File: src/inc/halt_wakeup_pkg.sv
package halt_wakeup_pkg;

    // Register byte offsets
    localparam logic [7:0] CTRL_OFS = 8'h00;
    localparam logic [7:0] WAKE_EN_OFS = 8'h04;
    localparam logic [7:0] STATUS_OFS = 8'h08;
    localparam logic [7:0] PORTA_DATA_OFS = 8'h0C;
    localparam logic [7:0] PORTA_DIR_OFS = 8'h10;
    localparam logic [7:0] TIMER0_CTRL_OFS = 8'h14;
    localparam logic [7:0] TIMER1_CTRL_OFS = 8'h18;

    // Control register fields
    localparam int CTRL_LCD_ON_HALT_BIT = 0;
    localparam int CTRL_IRC_CLOCK_CTRL_BIT = 1;
    localparam int CTRL_WDT_SRC_IRC_BIT = 2;
    localparam int CTRL_IRC_SEL_BIT = 3;
    localparam int CTRL_WIDTH = 4;
    localparam logic [3:0] CTRL_RESET = 4'h0;

    // Status register fields
    localparam int STATUS_TIMEOUT_BIT = 0;
    localparam int STATUS_POWERDOWN_BIT = 1;
    localparam int STATUS_HALTED_BIT = 2;
    localparam int STATUS_DELAY_BIT = 3;

    // Reset values
    localparam logic [7:0] WAKE_EN_RESET = 8'h00;
    localparam logic [7:0] PORT_RESET = 8'hFF;
    localparam logic [7:0] TIMER_CTRL_RESET = 8'h08;
    localparam logic [31:0] UNMAPPED_READ = 32'h0000_0000;

    // Start-up delay in system clock periods
    localparam int STARTUP_CYCLES = 1024;
    localparam int STARTUP_CNT_W = 11;
    localparam logic [10:0] STARTUP_LAST = 11'(STARTUP_CYCLES - 1);

    // Port A width and interrupt source count
    localparam int PORTA_W = 8;
    localparam int INT_SRC_W = 4;

    typedef enum logic [1:0] {
        ST_RUN,
        ST_HALT,
        ST_DELAY,
        ST_ACK
    } power_state_t;

    typedef enum logic [1:0] {
        WAKE_NONE,
        WAKE_NEXT,
        WAKE_INT
    } wake_kind_t;

endpackage

File: src/hw/halt_wakeup_reset_control.sv
// The implementer's own choices: the Wishbone interface to the registers and the placing of the registers.
`timescale 1ns/10ps
// Summary of operation
// - Halt stops system osc, RC keeps running only if IRC select bit set
// - Halt preserves registers and port states
// - Halt clears watchdog when RC-clocked
// - Halt sets powerdown, clears timeout flag
// - LCD runs in halt if enabled and IRC clock control bit clear
// - Four wake sources leave halt
// - Pin reset full; watchdog-in-halt warm reset
// - Powerdown cleared by powerup, clear-watchdog
// - Timeout flag set on watchdog overflow
// - Per-pin port A wake enable
// - Pin wake resumes at next instruction
// - Interrupt wake: ack or next instruction
// - Already-pending interrupt cannot wake
// - 1024-cycle dummy period after wake
// - Next instruction right after dummy period
// - Flag pair encodes reset cause
// - Start-up delay at power-up and wake
// - Chip reset clears core state
// - Non-warm reset loads port, timer values
module halt_wakeup_reset_control
    import halt_wakeup_pkg::*;
(
    // Clock and power-up reset
    input wire logic clk_i,
    input wire logic rst_i,
    // Wishbone slave
    input wire logic cyc_i,
    input wire logic stb_i,
    input wire logic we_i,
    input wire logic [7:0] adr_i,
    input wire logic [3:0] sel_i,
    input wire logic [31:0] dat_i,
    output logic [31:0] dat_o,
    output logic ack_o,
    // Pins
    input wire logic external_reset_pin_n_i,
    input wire logic [PORTA_W-1:0] porta_pin_i,
    // Core events
    input wire logic halt_exec_i,
    input wire logic clr_wdt_i,
    input wire logic wdt_overflow_i,
    input wire logic [INT_SRC_W-1:0] int_req_i,
    input wire logic [INT_SRC_W-1:0] int_en_i,
    input wire logic stack_full_i,
    // Clock and watchdog control
    output logic sys_osc_en_o,
    output logic irc_osc_en_o,
    output logic lcd_run_o,
    output logic wdt_clear_o,
    // Core sequencing
    output logic core_hold_o,
    output logic chip_reset_o,
    output logic warm_reset_o,
    output logic resume_next_o,
    output logic int_ack_o,
    // Status flags
    output logic powerdown_flag_o,
    output logic timeout_flag_o,
    // Reset-loaded registers
    output logic [7:0] porta_data_reg_o,
    output logic [7:0] porta_dir_reg_o,
    output logic [7:0] timer0_ctrl_reg_o,
    output logic [7:0] timer1_ctrl_reg_o
);

    power_state_t state;
    wake_kind_t wake_kind;
    logic [CTRL_WIDTH-1:0] ctrl;
    logic [PORTA_W-1:0] wake_en;
    logic [STARTUP_CNT_W-1:0] delay_cnt;
    logic [INT_SRC_W-1:0] int_at_halt;
    logic rst_pin_s1;
    logic rst_pin_s2;
    logic [PORTA_W-1:0] pa_s1;
    logic [PORTA_W-1:0] pa_s2;
    logic [PORTA_W-1:0] pa_d;
    logic pin_reset;
    logic pin_wake;
    logic int_wake;
    logic enter_halt;
    logic halted;
    logic delay_done;
    logic release_next;
    logic release_ack;
    logic next_hold;
    logic full_reset;
    logic wdt_run_reset;
    logic wdt_warm;
    logic bus_req;
    logic bus_wr;
    logic [31:0] next_dat;

    // Pin synchronisers
    always_ff @(posedge clk_i) begin
        if (rst_i) begin
            rst_pin_s1 <= 1'b1;
            rst_pin_s2 <= 1'b1;
            pa_s1 <= PORT_RESET;
            pa_s2 <= PORT_RESET;
            pa_d <= PORT_RESET;
        end else begin
            rst_pin_s1 <= external_reset_pin_n_i;
            rst_pin_s2 <= rst_pin_s1;
            pa_s1 <= porta_pin_i;
            pa_s2 <= pa_s1;
            pa_d <= pa_s2;
        end
    end

    // Event decode
    always_comb begin
        halted = (state == ST_HALT);
        pin_reset = ~rst_pin_s2;
        pin_wake = |(pa_d & ~pa_s2 & wake_en);
        int_wake = |(int_req_i & ~int_at_halt);
        enter_halt = halt_exec_i & (state == ST_RUN) & ~pin_reset;
        delay_done = (delay_cnt == STARTUP_LAST);
        wdt_run_reset = wdt_overflow_i & (state == ST_RUN) & ~pin_reset;
        wdt_warm = wdt_overflow_i & halted & ~pin_reset;
        full_reset = pin_reset | wdt_run_reset;
        release_next = (state == ST_DELAY) & delay_done & (wake_kind != WAKE_INT);
        release_ack = (state == ST_ACK);
        next_hold = ~((state == ST_RUN) & ~enter_halt) & ~release_next & ~release_ack;
    end

    // Power state sequencing
    always_ff @(posedge clk_i) begin
        if (rst_i) begin
            state <= ST_DELAY;
            wake_kind <= WAKE_NONE;
        end else if (pin_reset) begin
            if (halted) begin
                state <= ST_DELAY;
            end
            wake_kind <= WAKE_NONE;
        end else begin
            case (state)
                ST_RUN: begin
                    if (enter_halt) begin
                        state <= ST_HALT;
                    end
                end
                ST_HALT: begin
                    if (wdt_warm) begin
                        state <= ST_DELAY;
                        wake_kind <= WAKE_NONE;
                    end else if (pin_wake) begin
                        state <= ST_DELAY;
                        wake_kind <= WAKE_NEXT;
                    end else if (int_wake) begin
                        state <= ST_DELAY;
                        if (|(int_req_i & ~int_at_halt & int_en_i) & ~stack_full_i) begin
                            wake_kind <= WAKE_INT;
                        end else begin
                            wake_kind <= WAKE_NEXT;
                        end
                    end
                end
                ST_DELAY: begin
                    if (delay_done) begin
                        state <= (wake_kind == WAKE_INT) ? ST_ACK : ST_RUN;
                    end
                end
                ST_ACK: begin
                    state <= ST_RUN;
                    wake_kind <= WAKE_NONE;
                end
                default: begin
                    state <= ST_RUN;
                end
            endcase
        end
    end

    // Start-up delay counter
    always_ff @(posedge clk_i) begin
        if (rst_i || pin_reset || state != ST_DELAY) begin
            delay_cnt <= '0;
        end else if (!delay_done) begin
            delay_cnt <= delay_cnt + 1'b1;
        end
    end

    // Pending interrupts at halt entry
    always_ff @(posedge clk_i) begin
        if (rst_i) begin
            int_at_halt <= '0;
        end else if (enter_halt) begin
            int_at_halt <= int_req_i;
        end else if (halted) begin
            int_at_halt <= int_at_halt & int_req_i;
        end
    end

    // Reset-cause flags
    always_ff @(posedge clk_i) begin
        if (rst_i) begin
            powerdown_flag_o <= 1'b0;
        end else if (enter_halt) begin
            powerdown_flag_o <= 1'b1;
        end else if (clr_wdt_i && state == ST_RUN) begin
            powerdown_flag_o <= 1'b0;
        end
    end

    always_ff @(posedge clk_i) begin
        if (rst_i) begin
            timeout_flag_o <= 1'b0;
        end else if (wdt_overflow_i && !pin_reset) begin
            timeout_flag_o <= 1'b1;
        end else if (enter_halt || (pin_reset && halted)) begin
            timeout_flag_o <= 1'b0;
        end
    end

    // Clock, LCD and watchdog control
    always_ff @(posedge clk_i) begin
        if (rst_i) begin
            sys_osc_en_o <= 1'b1;
            irc_osc_en_o <= 1'b1;
            lcd_run_o <= 1'b1;
            wdt_clear_o <= 1'b1;
        end else begin
            sys_osc_en_o <= ~(halted | enter_halt) | pin_reset;
            irc_osc_en_o <= ~(halted | enter_halt) | ctrl[CTRL_IRC_SEL_BIT];
            lcd_run_o <= ~(halted | enter_halt)
                | (~ctrl[CTRL_IRC_CLOCK_CTRL_BIT] & ctrl[CTRL_LCD_ON_HALT_BIT]);
            wdt_clear_o <= full_reset
                | (enter_halt & ctrl[CTRL_WDT_SRC_IRC_BIT]);
        end
    end

    // Core sequencing outputs
    always_ff @(posedge clk_i) begin
        if (rst_i) begin
            core_hold_o <= 1'b1;
            chip_reset_o <= 1'b1;
            warm_reset_o <= 1'b0;
            resume_next_o <= 1'b0;
            int_ack_o <= 1'b0;
        end else begin
            core_hold_o <= next_hold | pin_reset;
            chip_reset_o <= full_reset;
            warm_reset_o <= wdt_warm;
            resume_next_o <= release_next & (wake_kind == WAKE_NEXT)
                & ~pin_reset;
            int_ack_o <= (state == ST_DELAY) & delay_done
                & (wake_kind == WAKE_INT) & ~pin_reset;
        end
    end

    // Wishbone access
    always_comb begin
        bus_req = cyc_i & stb_i & ~ack_o;
        bus_wr = cyc_i & stb_i & ack_o & we_i & sel_i[0] & ~halted;
        case (adr_i)
            CTRL_OFS: next_dat = {28'h000_0000, ctrl};
            WAKE_EN_OFS: next_dat = {24'h00_0000, wake_en};
            STATUS_OFS: next_dat = {28'h000_0000, (state == ST_DELAY), halted,
                powerdown_flag_o, timeout_flag_o};
            PORTA_DATA_OFS: next_dat = {24'h00_0000, porta_data_reg_o};
            PORTA_DIR_OFS: next_dat = {24'h00_0000, porta_dir_reg_o};
            TIMER0_CTRL_OFS: next_dat = {24'h00_0000, timer0_ctrl_reg_o};
            TIMER1_CTRL_OFS: next_dat = {24'h00_0000, timer1_ctrl_reg_o};
            default: next_dat = UNMAPPED_READ;
        endcase
    end

    always_ff @(posedge clk_i) begin
        if (rst_i) begin
            ack_o <= 1'b0;
            dat_o <= UNMAPPED_READ;
        end else begin
            ack_o <= bus_req;
            dat_o <= (bus_req & ~we_i) ? next_dat : UNMAPPED_READ;
        end
    end

    // Configuration registers survive every reset but power-up
    always_ff @(posedge clk_i) begin
        if (rst_i) begin
            ctrl <= CTRL_RESET;
            wake_en <= WAKE_EN_RESET;
        end else if (bus_wr) begin
            if (adr_i == CTRL_OFS) begin
                ctrl <= dat_i[CTRL_WIDTH-1:0];
            end
            if (adr_i == WAKE_EN_OFS) begin
                wake_en <= dat_i[7:0];
            end
        end
    end

    // Port and timer control registers
    always_ff @(posedge clk_i) begin
        if (rst_i || full_reset) begin
            porta_data_reg_o <= PORT_RESET;
            porta_dir_reg_o <= PORT_RESET;
            timer0_ctrl_reg_o <= TIMER_CTRL_RESET;
            timer1_ctrl_reg_o <= TIMER_CTRL_RESET;
        end else if (bus_wr) begin
            if (adr_i == PORTA_DATA_OFS) begin
                porta_data_reg_o <= dat_i[7:0];
            end
            if (adr_i == PORTA_DIR_OFS) begin
                porta_dir_reg_o <= dat_i[7:0];
            end
            if (adr_i == TIMER0_CTRL_OFS) begin
                timer0_ctrl_reg_o <= dat_i[7:0];
            end
            if (adr_i == TIMER1_CTRL_OFS) begin
                timer1_ctrl_reg_o <= dat_i[7:0];
            end
        end
    end

endmodule // halt_wakeup_reset_control

File: config.mk
export PLATFORM = sky130hd
export DESIGN_NAME = halt_wakeup_reset_control
export DESIGN_NICKNAME = d
export VERILOG_FILES = /design/src/inc/halt_wakeup_pkg.sv /design/src/hw/halt_wakeup_reset_control.sv
export SDC_FILE = /design/constraint.sdc
export NUM_CORES = 1
export LEC_CHECK = 0
export CORE_UTILIZATION = 55
export DETAILED_ROUTE_END_ITERATION = 7
export DONT_BUFFER_PORTS = 1
export PLACE_DENSITY = 0.8
export SLEW_MARGIN = 5
export SYNTH_ARGS = -nofsm -noshare
export SYNTH_HDL_FRONTEND = slang
export SYNTH_SLANG_ARGS = --single-unit
File: constraint.sdc
create_clock -name clk_i -period 2 [get_ports clk_i]
set_input_delay 0.1 -clock clk_i [delete_from_list [all_inputs] [get_ports clk_i]]
set_output_delay 0.1 -clock clk_i [all_outputs]
set_load 0.02 [all_outputs]
Word level (Yosys, flattened, before mapping)
Index checks and enable logic that the tools add are counted.
{"block": "totals", "reg_bits": 133, "elab_cells": 146}
{"block": "op_classes", "addsub": 1, "n_eq_ne": 18, "mux": 21, "bitwise_logic": 51, "n_reduce_logical": 27}
{"cell": "$pmux W8 S7", "n": 1}
{"cell": "$and A1 B1 Y1", "n": 25}
{"cell": "$eq A8 B5 Y1 const B", "n": 3}
{"cell": "$mux W2", "n": 12}
{"cell": "$and A8 B8 Y8", "n": 2}
{"cell": "$eq A8 B4 Y1 const B", "n": 2}
{"cell": "$reduce_and A2 Y1", "n": 7}
{"cell": "$and A4 B4 Y4", "n": 3}
{"cell": "$not A1 Y1", "n": 12}
{"cell": "$add A11 B1 Y11 const B", "n": 1}
{"cell": "$eq A11 B10 Y1 const B", "n": 1}
{"cell": "$reduce_bool A2 Y1", "n": 5}
{"cell": "$eq A8 B3 Y1 const B", "n": 1}
{"cell": "$logic_not A8 Y1", "n": 1}
{"cell": "$mux W4", "n": 2}
{"cell": "$not A8 Y8", "n": 1}
{"cell": "$pmux W2 S4", "n": 1}
{"cell": "$reduce_or A4 Y1", "n": 2}
{"cell": "$reduce_or A8 Y1", "n": 1}
{"cell": "$or A1 B1 Y1", "n": 7}
{"cell": "$eq A2 B2 Y1 const B", "n": 3}
{"cell": "$ne A3 B3 Y1 const B", "n": 2}
{"cell": "$ne A5 B4 Y1 const B", "n": 1}
{"cell": "$eq A2 B1 Y1 const B", "n": 2}
{"cell": "10 further kinds", "n": 20}

Longest topological paths before layout
Gate-level depths: netlist of run 1.
{"block": "depth", "ltp_word": 10, "ltp_mapped": 8, "ltp_nobuf": 6}

Worst setup path after synthesis of run 1
OpenSTA, ideal clock, no wires.
{"block": "synth_timing", "path_type": "flip-flop to flip-flop", "from": "reg delay_cnt[0]", "to": "reg state[1]", "arrival_ps": 1621, "required_time_ps": 1885, "setup_slack_ps": 264, "path_stages_with_launch": 7, "period_less_slack_ps": 1736, "cell_sequence": "dfxtp_1 > ha_1 > and3_1 > and3_4 > a41oi_2 > or4_1 > and3_1"}
{"block": "synth_between", "elab_chain_cells": 3}
{"element": "start, declared", "line": "halt_wakeup_reset_control.sv:73", "source": "logic [STARTUP_CNT_W-1:0] delay_cnt;"}
{"element": "start signal, assigned", "line": "halt_wakeup_reset_control.sv:183", "source": "delay_cnt <= delay_cnt + 1'b1;"}
{"element": "$eq A11 B10 Y1", "line": "halt_wakeup_reset_control.sv:120", "source": "delay_done = (delay_cnt == STARTUP_LAST);"}
{"element": "$ne A3 B3 Y1 (no source line)"}
{"element": "$reduce_and A4 Y1 (no source line)"}
{"element": "end signal, assigned", "line": "halt_wakeup_reset_control.sv:164", "source": "state <= (wake_kind == WAKE_INT) ? ST_ACK : ST_RUN;"}
{"element": "end, declared", "line": "halt_wakeup_reset_control.sv:69", "source": "power_state_t state;"}
No other way between the ends.
A chain may end at the register's enable or synchronous reset.

Final worst setup path of run 1
{"block": "layout_timing", "from": "reg delay_cnt[3]", "to": "reg state[1]"}
Same word-level chain as after synthesis.

==> results of run 1 <==
## registers in the layout, indices dropped and copies added (netlist names), 2 cells and up
signal,flops
porta_dir_reg_o,8
wake_en,8
pa_s2,8
state,2
dat_o,8
delay_cnt,11
pa_s1,8
pa_d,8
timer0_ctrl_reg_o,8
ctrl,4
timer1_ctrl_reg_o,8
wake_kind,2
porta_data_reg_o,8
int_at_halt,4
## routing by layer
metal / part of all wire [%] / vias to the layer above
li1: - / 1761
met1: 41 / 1729
met2: 48 / 167
met3: 7.8 / 24
met4: 2.4 / 0
met5: 0 / -
## critical path: cells and delay by family, from the launching register on
kind | cells | cell delay, ps
AOI/OAI and AO/OA | 1 | 140
DFF | 1 | 410
and+or+nand+nor | 4 | 1250
## cells by family after synthesis
| family | synth area share [%] |
|---|---|
| fa+ha+maj | 0.271 |
| xor+xnor | 1.14 |
| flops | 47.3 |
| mux | 8.24 |
| simple gates | 26.2 |
| other cells | 0.0812 |
| compound gates | 9.81 |
| buf+inv | 6.99 |
## power by group
group | total (mW) | internal, mW | switching [mW] | leakage [nW]
combinational | 0.264 | 0.107 | 0.157 | 1.04
clock | 1.32 | 0.575 | 0.750 | 0.104
sequential | 2.22 | 2.20 | 0.0203 | 0.886
total | 3.81 | 2.88 | 0.927 | 2.03
## cells in the final DEF, fill, tap and decap left out, types with 5 or more instances in the layout
| cell type | instances |
|---|---|
| nand2b_1 | 11 |
| nand4_1 | 7 |
| clkbuf_8 | 12 |
| conb_1 | 24 |
| a21oi_1 | 26 |
| o21ai_0 | 14 |
| nor2_1 | 70 |
| dlygate4sd3_1 | 27 |
| nand2_1 | 30 |
| buf_4 | 13 |
| xor2_1 | 5 |
| nor2b_1 | 6 |
| a22oi_1 | 8 |
| or2_2 | 27 |
| mux2i_1 | 29 |
| nand3_1 | 13 |
| nand3b_1 | 10 |
| nor3_1 | 25 |
| mux2_2 | 6 |
| dfxtp_1 | 109 |
| and2_1 | 7 |
## through the flow
stage	std cells	hold slack [ps]	cell area (sq um)	power, mW	utilization, %
floorplan	535	188	4700	2.49	-
global placement	597	177	4610	2.46	56.4
detailed placement	597	184	4610	2.46	56.4
CTS	641	8.89	5100	3.84	62.4
global route	643	15.7	5110	3.96	62.5
finish	643	28.8	5110	3.81	62.5
## area by class of cell
cell class / instances / area (sq um) / share of cell area (%)
clock buffer: 12 / 165 / 3.23
clock inverter: 4 / 35.0 / 0.685
inverter: 4 / 15.0 / 0.294
multi-input combinational: 368 / 2200 / 43.0
sequential: 109 / 2180 / 42.7
tap: 105 / 131 / 2.57
timing repair buffer: 41 / 388 / 7.59
## repair_timing
action                                  in CTS  in global routing
hold buffers                                28                  0
endpoints found under the setup margin       0                  1
buffers inserted                             0                  2
endpoints found under the hold margin       84                  0
## final timing paths
check                                             end  cells past startpoint                      start  slack (ps)
worst min-delay path              dat_o[1]$_SDFF_PP0_                      3                   adr_i[3]          30
worst min register to register    pa_s2[5]$_SDFF_PP1_                      1        pa_s1[5]$_SDFF_PP1_         410
worst max register to register  state[1]$_SDFFE_PP1P_                      5  delay_cnt[3]$_SDFFE_PP0P_         100
worst max-delay path            state[1]$_SDFFE_PP1P_                      5  delay_cnt[3]$_SDFFE_PP0P_         100
==> impl_metrics.yaml, run 1 <==
floorplan:
  start_util_pct: 56.5
  die_w_um: 93.6
  fp.dieH_um: 93.6
  rows: 33
  ios: 146
  die_area_sq_um: 8760
  core_sq_um: 8180
logic_synthesis:
  ys.flop_type: "dfxtp_1"
  netlist_area_sq_um: 4620
  synthArstFlopShare_pct: 0
  synthTopCellsByArea: "dfxtp_1 47%, mux2i_1 6.3%, nor2_1 5.7%"
  synth.distinct_cells: 54
  synth_edf_count: 0
  ys_ff_latch: 109
  synthCells: 512
  synth_area_leader_cell: "dfxtp_1"
  seq_area_frac_synth_pct: 47.3
  synth_top_area_share_pct: 47.3
  yosysWarnings: 0
  synth_most_common_cell: "dfxtp_1"
  synth_common_cells: "109 x dfxtp_1, 70 x nor2_1, 30 x nand2_1"
  syn_avg_cell_area_sq_um: 9.01
placed_design:
  place.gp.congestion: 0.838
  pre_cts_ws_ps: 163
  hpwl_um: 6850
  portBuffers: 0
global_route:
  met2_usage_pct: 40.6
  grt.total_usage_pct: 23.9
  antenna_found_initial: 0
  grt-ovfl-total: 0
  globalRouteMet3Util_pct: 4.88
  grt_busiest_layer: "met2"
  grt_pass1_wl_um: 16200
  grt_pass1_vias: 3393
  grt_max_degree: 50
  use_met1_pct: 29.3
cts:
  cts_tree: "yes"
  cts_resized: 0
  cts_root_buffer: "clkbuf_8"
  numCtsBuffers: 9
  path_clk_slew_ps: 100
  htreeDepth: 3
  worstSkewPairLatency_ps: 370
  ctsLongestPathBuffers: 2
  cts.sinks: 109
detailed_routing:
  firstDrtPassIters: 5
  wl_um: 10300
  vias: 3681
  antenna_left: 0
  drc: 0
  post_drt_wl_per_cell_um: 16.0
  drtIter0Drc: 239
  vias_per_cell: 5.72
sta:
  setup_viol: 0
  slew_headroom_pct: 53.8
  finClkSkew_ps: 13.3
  max_slew.worst_pin.slew_ps: 688
  rsz0062_at_grt: "false"
  hold_viol_final: 0
  fin_crit_ps: 1900
  layout_setup_ws_ps: 99.5
  fmax_ghz: 0.526
  timing.final.crit_share_pct: 95.0
  finalSetupTns_ps: 0
  slew_viol_final: 0
power:
  cellPowerDensity_nw_per_um2: 745
  p_leak_nw: 2.03
  vdd_drop_max_mv: 0.403
critical_path:
  worst_path_max_delay_cell: "or4_1"
  worstSetupEndpointType: "flop"
  path_class: "reg -> reg"
  cp-start-kind: "flop"
  cp_data_required_time_ps: 2260
  arrival_ps: 2160
  slowest_delay_ps: 490
  crit_chain: "and4_1, and3_4, a41oi_2, or4_1, and3_1"
  cp_max_fo: 6
min_path:
  min_path_type: "in -> reg"
run:
  drv_cap: 0
final_layout:
  fill_cells: 690
  area_growth_pct: 10.8
  n_antenna_cell: 0
  final_net_count: 604
  drive_above_1_share_pct: 13.2
run_status:
  status: "finished, final reports clean"
Note: power is estimated with default switching activity, not from simulation.
==> run 2: changes to the inputs <==
--- a/config.mk
+++ b/config.mk
@@ -5,6 +5,7 @@
 export SDC_FILE = /design/constraint.sdc
 export NUM_CORES = 1
 export LEC_CHECK = 0
+export ABC_AREA = 1
 export CORE_UTILIZATION = 55
 export DETAILED_ROUTE_END_ITERATION = 7
 export DONT_BUFFER_PORTS = 1
==> run 2 against run 1 <==
Final area decreased by 2.9%. Worst hold slack got worse by 10 ps. Sequential share of layout area increased by 1.3 points. Worst setup slack improved by 64 ps. Clock skew increased by 1.7 ps. Wire length decreased by 5.0%. Power increased by 13%. Non-clock buffer count decreased by 13. First-iteration DRC count decreased by 45%. Sequential power increased by 9%. Global-route usage decreased by 0.14 points. Critical path type unchanged.
==> impl_metrics.yaml, run 2 <==
global_route:
  grt-ovfl-total: 0
  met2_usage_pct: 39.2
  grt_pass1_wl_um: 16100
  globalRouteMet3Util_pct: 7.72
  use_met1_pct: 29.7
  antenna_found_initial: 1
  grt_busiest_layer: "met2"
  grt_max_degree: 35
  grt_pass1_vias: 3396
  grt.total_usage_pct: 23.7
cts:
  numCtsBuffers: 9
  postCtsSetupRepairBufs: 0
  cts_root_buffer: "clkbuf_8"
  ctsLongestPathBuffers: 2
  cts_tree: "yes"
  worstSkewPairLatency_ps: 370
  htreeDepth: 3
  cts.sinks: 109
  path_clk_slew_ps: 100
placed_design:
  hpwl_um: 7080
  portBuffers: 0
  place.gp.congestion: 0.839
  placed_area_sq_um: 4520
power:
  pwr-share-seq_pct: 56.1
  switching_share_pct: 30.2
  p_leak_nw: 2.07
  p_comb_share_pct: 15.4
  p_clk_share_pct: 28.5
  switchingPower_mw: 1.30
  p_int_mw: 3.00
  cellPowerDensity_nw_per_um2: 867
  vdd_drop_max_mv: 0.475
final_layout:
  drive_above_1_share_pct: 11.2
  top_register: "delay_cnt"
  most-common-layout-cells: "107 x dfxtp_1, 90 x inv_1, 81 x nand2_1"
  final_net_count: 666
  largest_reg_flops: 11
  final_common_cell: "dfxtp_1"
  n_antenna_cell: 0
  area_growth_pct: 8.83
  fin_area_sq_um: 4960
logic_synthesis:
  synth_xor_area_share_pct: 0.768
  syn_avg_cell_area_sq_um: 8.00
  synth_area_leader_cell: "dfxtp_1"
  synth_fa_ha_area_share_pct: 0.274
  synthArstFlopShare_pct: 0
  synth_compound_area_share_pct: 16.2
  synth_most_common_cell: "dfxtp_1"
  synth_top_area_share_pct: 47.8
  synth_edf_count: 0
  ys_ff_latch: 109
  synthSimpleGateAreaFrac_pct: 21.0
  seq_area_frac_synth_pct: 47.8
  synth_mux_area_share_pct: 0
  synth_top_family_by_area: "simple AND/OR/NAND/NOR gates"
  netlist_area_sq_um: 4560
  ys.flop_type: "dfxtp_1"
  synthTopCellsByArea: "dfxtp_1 48%, inv_1 7.4%, nand2_1 6.7%"
  synth.distinct_cells: 41
  synthCells: 570
  synth_common_cells: "109 x dfxtp_1, 90 x inv_1, 82 x nand2_1"
  yosysWarnings: 0
floorplan:
  fp.dieH_um: 93.1
  ios: 146
  start_util_pct: 57.8
  core_sq_um: 7890
  die_w_um: 93.1
  rows: 32
  die_area_sq_um: 8660
sta:
  slew_headroom_pct: 46.9
  finalSetupTns_ps: 0
  max_slew.worst_pin.slew_ps: 794
  fin_crit_ps: 1840
  hold_viol_final: 0
  setup_viol: 0
  finClkSkew_ps: 15.0
  fmax_ghz: 0.545
  slew_viol_final: 0
  timing.final.crit_share_pct: 91.8
critical_path:
  cp_data_required_time_ps: 2260
  worstSetupEndpointType: "flop"
  cp-start-kind: "flop"
  cp_max_fo: 5
  arrival_ps: 2090
  path_class: "reg -> reg"
  rr_worst_depth: 6
run_status:
  status: "finished, final reports clean"
min_path:
  min_path_type: "in -> reg"
  hold_depth: 3
detailed_routing:
  drc: 0
  drtIter0Drc: 132
  antenna_left: 0
  wl_um: 9740
  firstDrtPassIters: 5
  vias_per_cell: 5.16
  post_drt_wl_per_cell_um: 13.9
  vias: 3617
run:
  drv_cap: 0
==> run 2: layout make-up <==
type / count / area [sq um]
fill: 670 / 2920
clock buffer: 10 / 138
timing repair buffer: 28 / 275
sequential: 109 / 2180
multi-input combinational: 351 / 1840
tap: 102 / 128
inverter: 96 / 360
clock inverter: 5 / 41.3
==> run 2: logic make-up (layout without fill, tap and decap cells) <==
| kind of cell | after synthesis | in the layout |
|---|---|---|
| flops | 109 | 109 |
| simple gates | 196 | 196 |
| compound gates | 126 | 126 |
| buf+inv | 133 | 139 |
| other cells | 1 | 24 |
| fa+ha+maj | 1 | 1 |
| xor+xnor | 4 | 4 |
==> run 2: routing by layer <==
metal  wire (um)  vias to the layer above
met3         828                       11
li1            -                     1839
met1        4320                     1634
met2        4500                      131
met5          13                        -
met4          84                        2
==> run 2: critical path: stages (launching register included) <==
cell and delay, ps:
dfxtp_1 470, inv_2 90, nor2_2 180, inv_1 140
o211ai_1 180, a21oi_1 80, dlygate4sd3_1 580
==> run 2: worst paths after layout <==
| check | endpoint | start | slack, ps |
|---|---|---|---|
| max | timeout_flag_o$_SDFFE_PP0P_ | state[0]$_SDFFE_PP0P_ | 160 |
| min | wake_kind[1]$_SDFFE_PP0P_ | stack_full_i | 20 |
| max reg2reg | timeout_flag_o$_SDFFE_PP0P_ | state[0]$_SDFFE_PP0P_ | 160 |
| min reg2reg | rst_pin_s2$_SDFF_PP1_ | rst_pin_s1$_SDFF_PP1_ | 420 |
==> run 2: power by group through the flow <==
stage	Clock [mW]	Combinational, mW	Sequential, mW
floorplan	0	0.523	2.43
global placement	0	0.580	2.45
detailed placement	0	0.592	2.46
CTS	1.26	0.655	2.41
global route	1.35	0.755	2.43
finish	1.23	0.663	2.41
==> run 2: what timing repair did <==
item,4_1_cts,5_1_grt
hold buffers,26,0
hold endpoints to repair,76,0
resized for setup,0,3
setup endpoints to repair,0,5
==> run 2: per-stage QoR <==
stage	cells	setup WS, ps	power (mW)	hold slack [ps]	util (%)
global route	701	-0.0442	4.53	27.4	62.9
detailed placement	660	204	3.05	176	57.3
floorplan	593	451	2.96	188	-
CTS	701	146	4.32	5.12	62.9
global placement	660	308	3.03	173	57.3
finish	701	164	4.30	18.7	62.9
==> run 3: changes to the inputs <==
--- a/config.mk
+++ b/config.mk
@@ -6,10 +6,10 @@
 export NUM_CORES = 1
 export LEC_CHECK = 0
 export ABC_AREA = 1
-export CORE_UTILIZATION = 55
+export BUFFER_PORTS_ARGS = -buffer_cell sky130_fd_sc_hd__buf_2
+export CORE_UTILIZATION = 51
 export DETAILED_ROUTE_END_ITERATION = 7
-export DONT_BUFFER_PORTS = 1
-export PLACE_DENSITY = 0.8
+export PLACE_DENSITY = 0.9
 export SLEW_MARGIN = 5
 export SYNTH_ARGS = -nofsm -noshare
 export SYNTH_HDL_FRONTEND = slang
==> run 3 against run 2 <==
Via count increased by 11%. Clock power increased by 4%. Highest routed layer is now met4. Wire length increased by 4.8%. Fmax increased by 2.8%. Largest power group unchanged. Power increased by 2.2%. First-iteration DRC count increased by 27%. Cell count increased by 12%. Register-to-register slack improved by 50 ps. Sequential cell count unchanged. Sequential power decreased by 2%.
==> impl_metrics.yaml, run 3 (synthesis results as in run 2) <==
run_status:
  status: "finished, final reports clean"
sta:
  finClkSkew_ps: 19.3
  slew_viol_final: 0
  timing.final.crit_share_pct: 89.3
  fmax_ghz: 0.560
  slew_headroom_pct: 54.8
  rsz0062_at_grt: "false"
  finalSetupTns_ps: 0
  fin_crit_ps: 1790
  hold_viol_final: 0
  fin_hold_ws_ps: 9.69
  layout_setup_ws_ps: 214
  setup_viol: 0
  max_slew.worst_pin.slew_ps: 677
cts:
  path_clk_slew_ps: 120
  htreeDepth: 3
  cts.sinks: 109
  cts_root_buffer: "clkbuf_8"
  worstSkewPairLatency_ps: 370
  cts_tree: "yes"
  ctsLongestPathBuffers: 2
  postCtsSetupRepairBufs: 0
  numCtsBuffers: 9
floorplan:
  start_util_pct: 52.6
  die_area_sq_um: 9320
  rows: 34
  die_w_um: 96.6
  ios: 146
  fp.dieH_um: 96.6
  core_sq_um: 8680
critical_path:
  worst_path_most_repeated_cell: "nand2_1"
  cp_max_fo: 6
  reg2reg_slack_ps: 210
  arrival_ps: 2080
  worst_path_max_delay_cell: "dfxtp_1"
  crit_chain: "ha_1, nand2_1, nor2_2, nand2_1, nor2_2, nand2_2, nand2_1, nand2_1, nand2_1, nand2_1, nand2_1, nand2_1, nor2_1"
  cp-start-kind: "flop"
  worstSetupEndpointType: "flop"
  cp_data_required_time_ps: 2290
  slowest_delay_ps: 400
  path_class: "reg -> reg"
final_layout:
  largest_reg_flops: 11
  fill_cells: 779
  area_growth_pct: 16.5
  final_net_count: 746
  finalCoreUtilization_pct: 61.2
  n_antenna_cell: 0
  fin_area_sq_um: 5320
  final_common_cell: "dfxtp_1"
  regArea_sq_um: 2180
  fin_cells: 788
  most-common-layout-cells: "108 x dfxtp_1, 94 x buf_2, 90 x inv_1"
  drive_above_1_share_pct: 23.8
  multiInputGateArea_sq_um: 1840
  top_register: "delay_cnt"
global_route:
  grt_pass1_wl_um: 16000
  grt_max_degree: 35
  grt_pass1_vias: 3624
  antenna_found_initial: 0
  grt-ovfl-total: 0
  grt.total_usage_pct: 22.1
power:
  cellPowerDensity_nw_per_um2: 827
  finalPower_mw: 4.40
  p_leak_nw: 2.40
  switchingPower_mw: 1.38
  p_comb_share_pct: 17.0
  p_clk_share_pct: 29.2
  vdd_drop_max_mv: 0.392
  pwr-share-seq_pct: 53.8
  p_int_mw: 3.02
  switching_share_pct: 31.3
detailed_routing:
  drtIter0Drc: 167
  post_drt_wl_per_cell_um: 13.0
  drc: 0
  wl_um: 10200
  vias_per_cell: 5.11
  vias: 4027
  firstDrtPassIters: 4
  antenna_left: 0
min_path:
  min_path_type: "in -> reg"
placed_design:
  dpl.cell_count: 760
  placed_area_sq_um: 5000
  place.gp.congestion: 0.861
  hpwl_um: 7560
  pre_cts_ws_ps: 229
  portBuffers: 94
run:
  drv_cap: 0
[run 3: cell count changes in the layout (fill, tap and decap cells not counted), sizes merged]
| cell | delta |
|---|---|
| inv | +1 |
| clkinvlp | -1 |
| clkbuf | -1 |
| buf | +94 |
| dlygate4sd3 | -14 |
| clkinv | +2 |
[run 3: final cells by class]
type                    count  share of cell area (%)
clock buffers               9                    2.33
clock inverters             7                    1.27
inverters                  96                    6.78
multi-input cells         351                    34.6
flip-flops and latches    109                    41.1
well taps                 108                    2.54
repair buffers            108                    11.4
[run 3: worst max-delay path: cells and delay by family, from the launching register on]
family	cells	cell delay (ps)
simple gates	12	1110
fa+ha+maj	1	200
flops	1	400
[run 3: path summary, 6_finish.rpt]
check                             from                     to  cells past startpoint
max          delay_cnt[1]$_SDFFE_PP0P_  state[0]$_SDFFE_PP0P_                     13
min                              cyc_i       ack_o$_SDFF_PP0_                      3
max reg2reg  delay_cnt[1]$_SDFFE_PP0P_  state[0]$_SDFFE_PP0P_                     13
min reg2reg        pa_s1[0]$_SDFF_PP1_    pa_s2[0]$_SDFF_PP1_                      1
[run 3: layer usage]
| metal | track usage, % | vias up | part of all wire, % |
|---|---|---|---|
| met2 | 38.5 | 175 | 50 |
| li1 | - | 1999 | - |
| met3 | 3.29 | 21 | 6.4 |
| met1 | 26.8 | 1832 | 42 |
| met5 | 0 | - | 0 |
| met4 | 10.4 | 0 | 1.9 |
[run 3: power groups by stage]
stage / registers (mW) / clock network [mW] / logic, mW
final: 2.36 / 1.28 / 0.749
after global routing: 2.38 / 1.40 / 0.840
after CTS: 2.36 / 1.31 / 0.744
after detailed placement: 2.41 / 0 / 0.725
after global placement: 2.40 / 0 / 0.700
after floorplan: 2.43 / 0 / 0.523
[run 3: repair_timing]
item	in CTS	in global routing
hold endpoints to repair	12	0
hold buffers	12	0
gates resized for setup	0	3
setup endpoints to repair	0	2
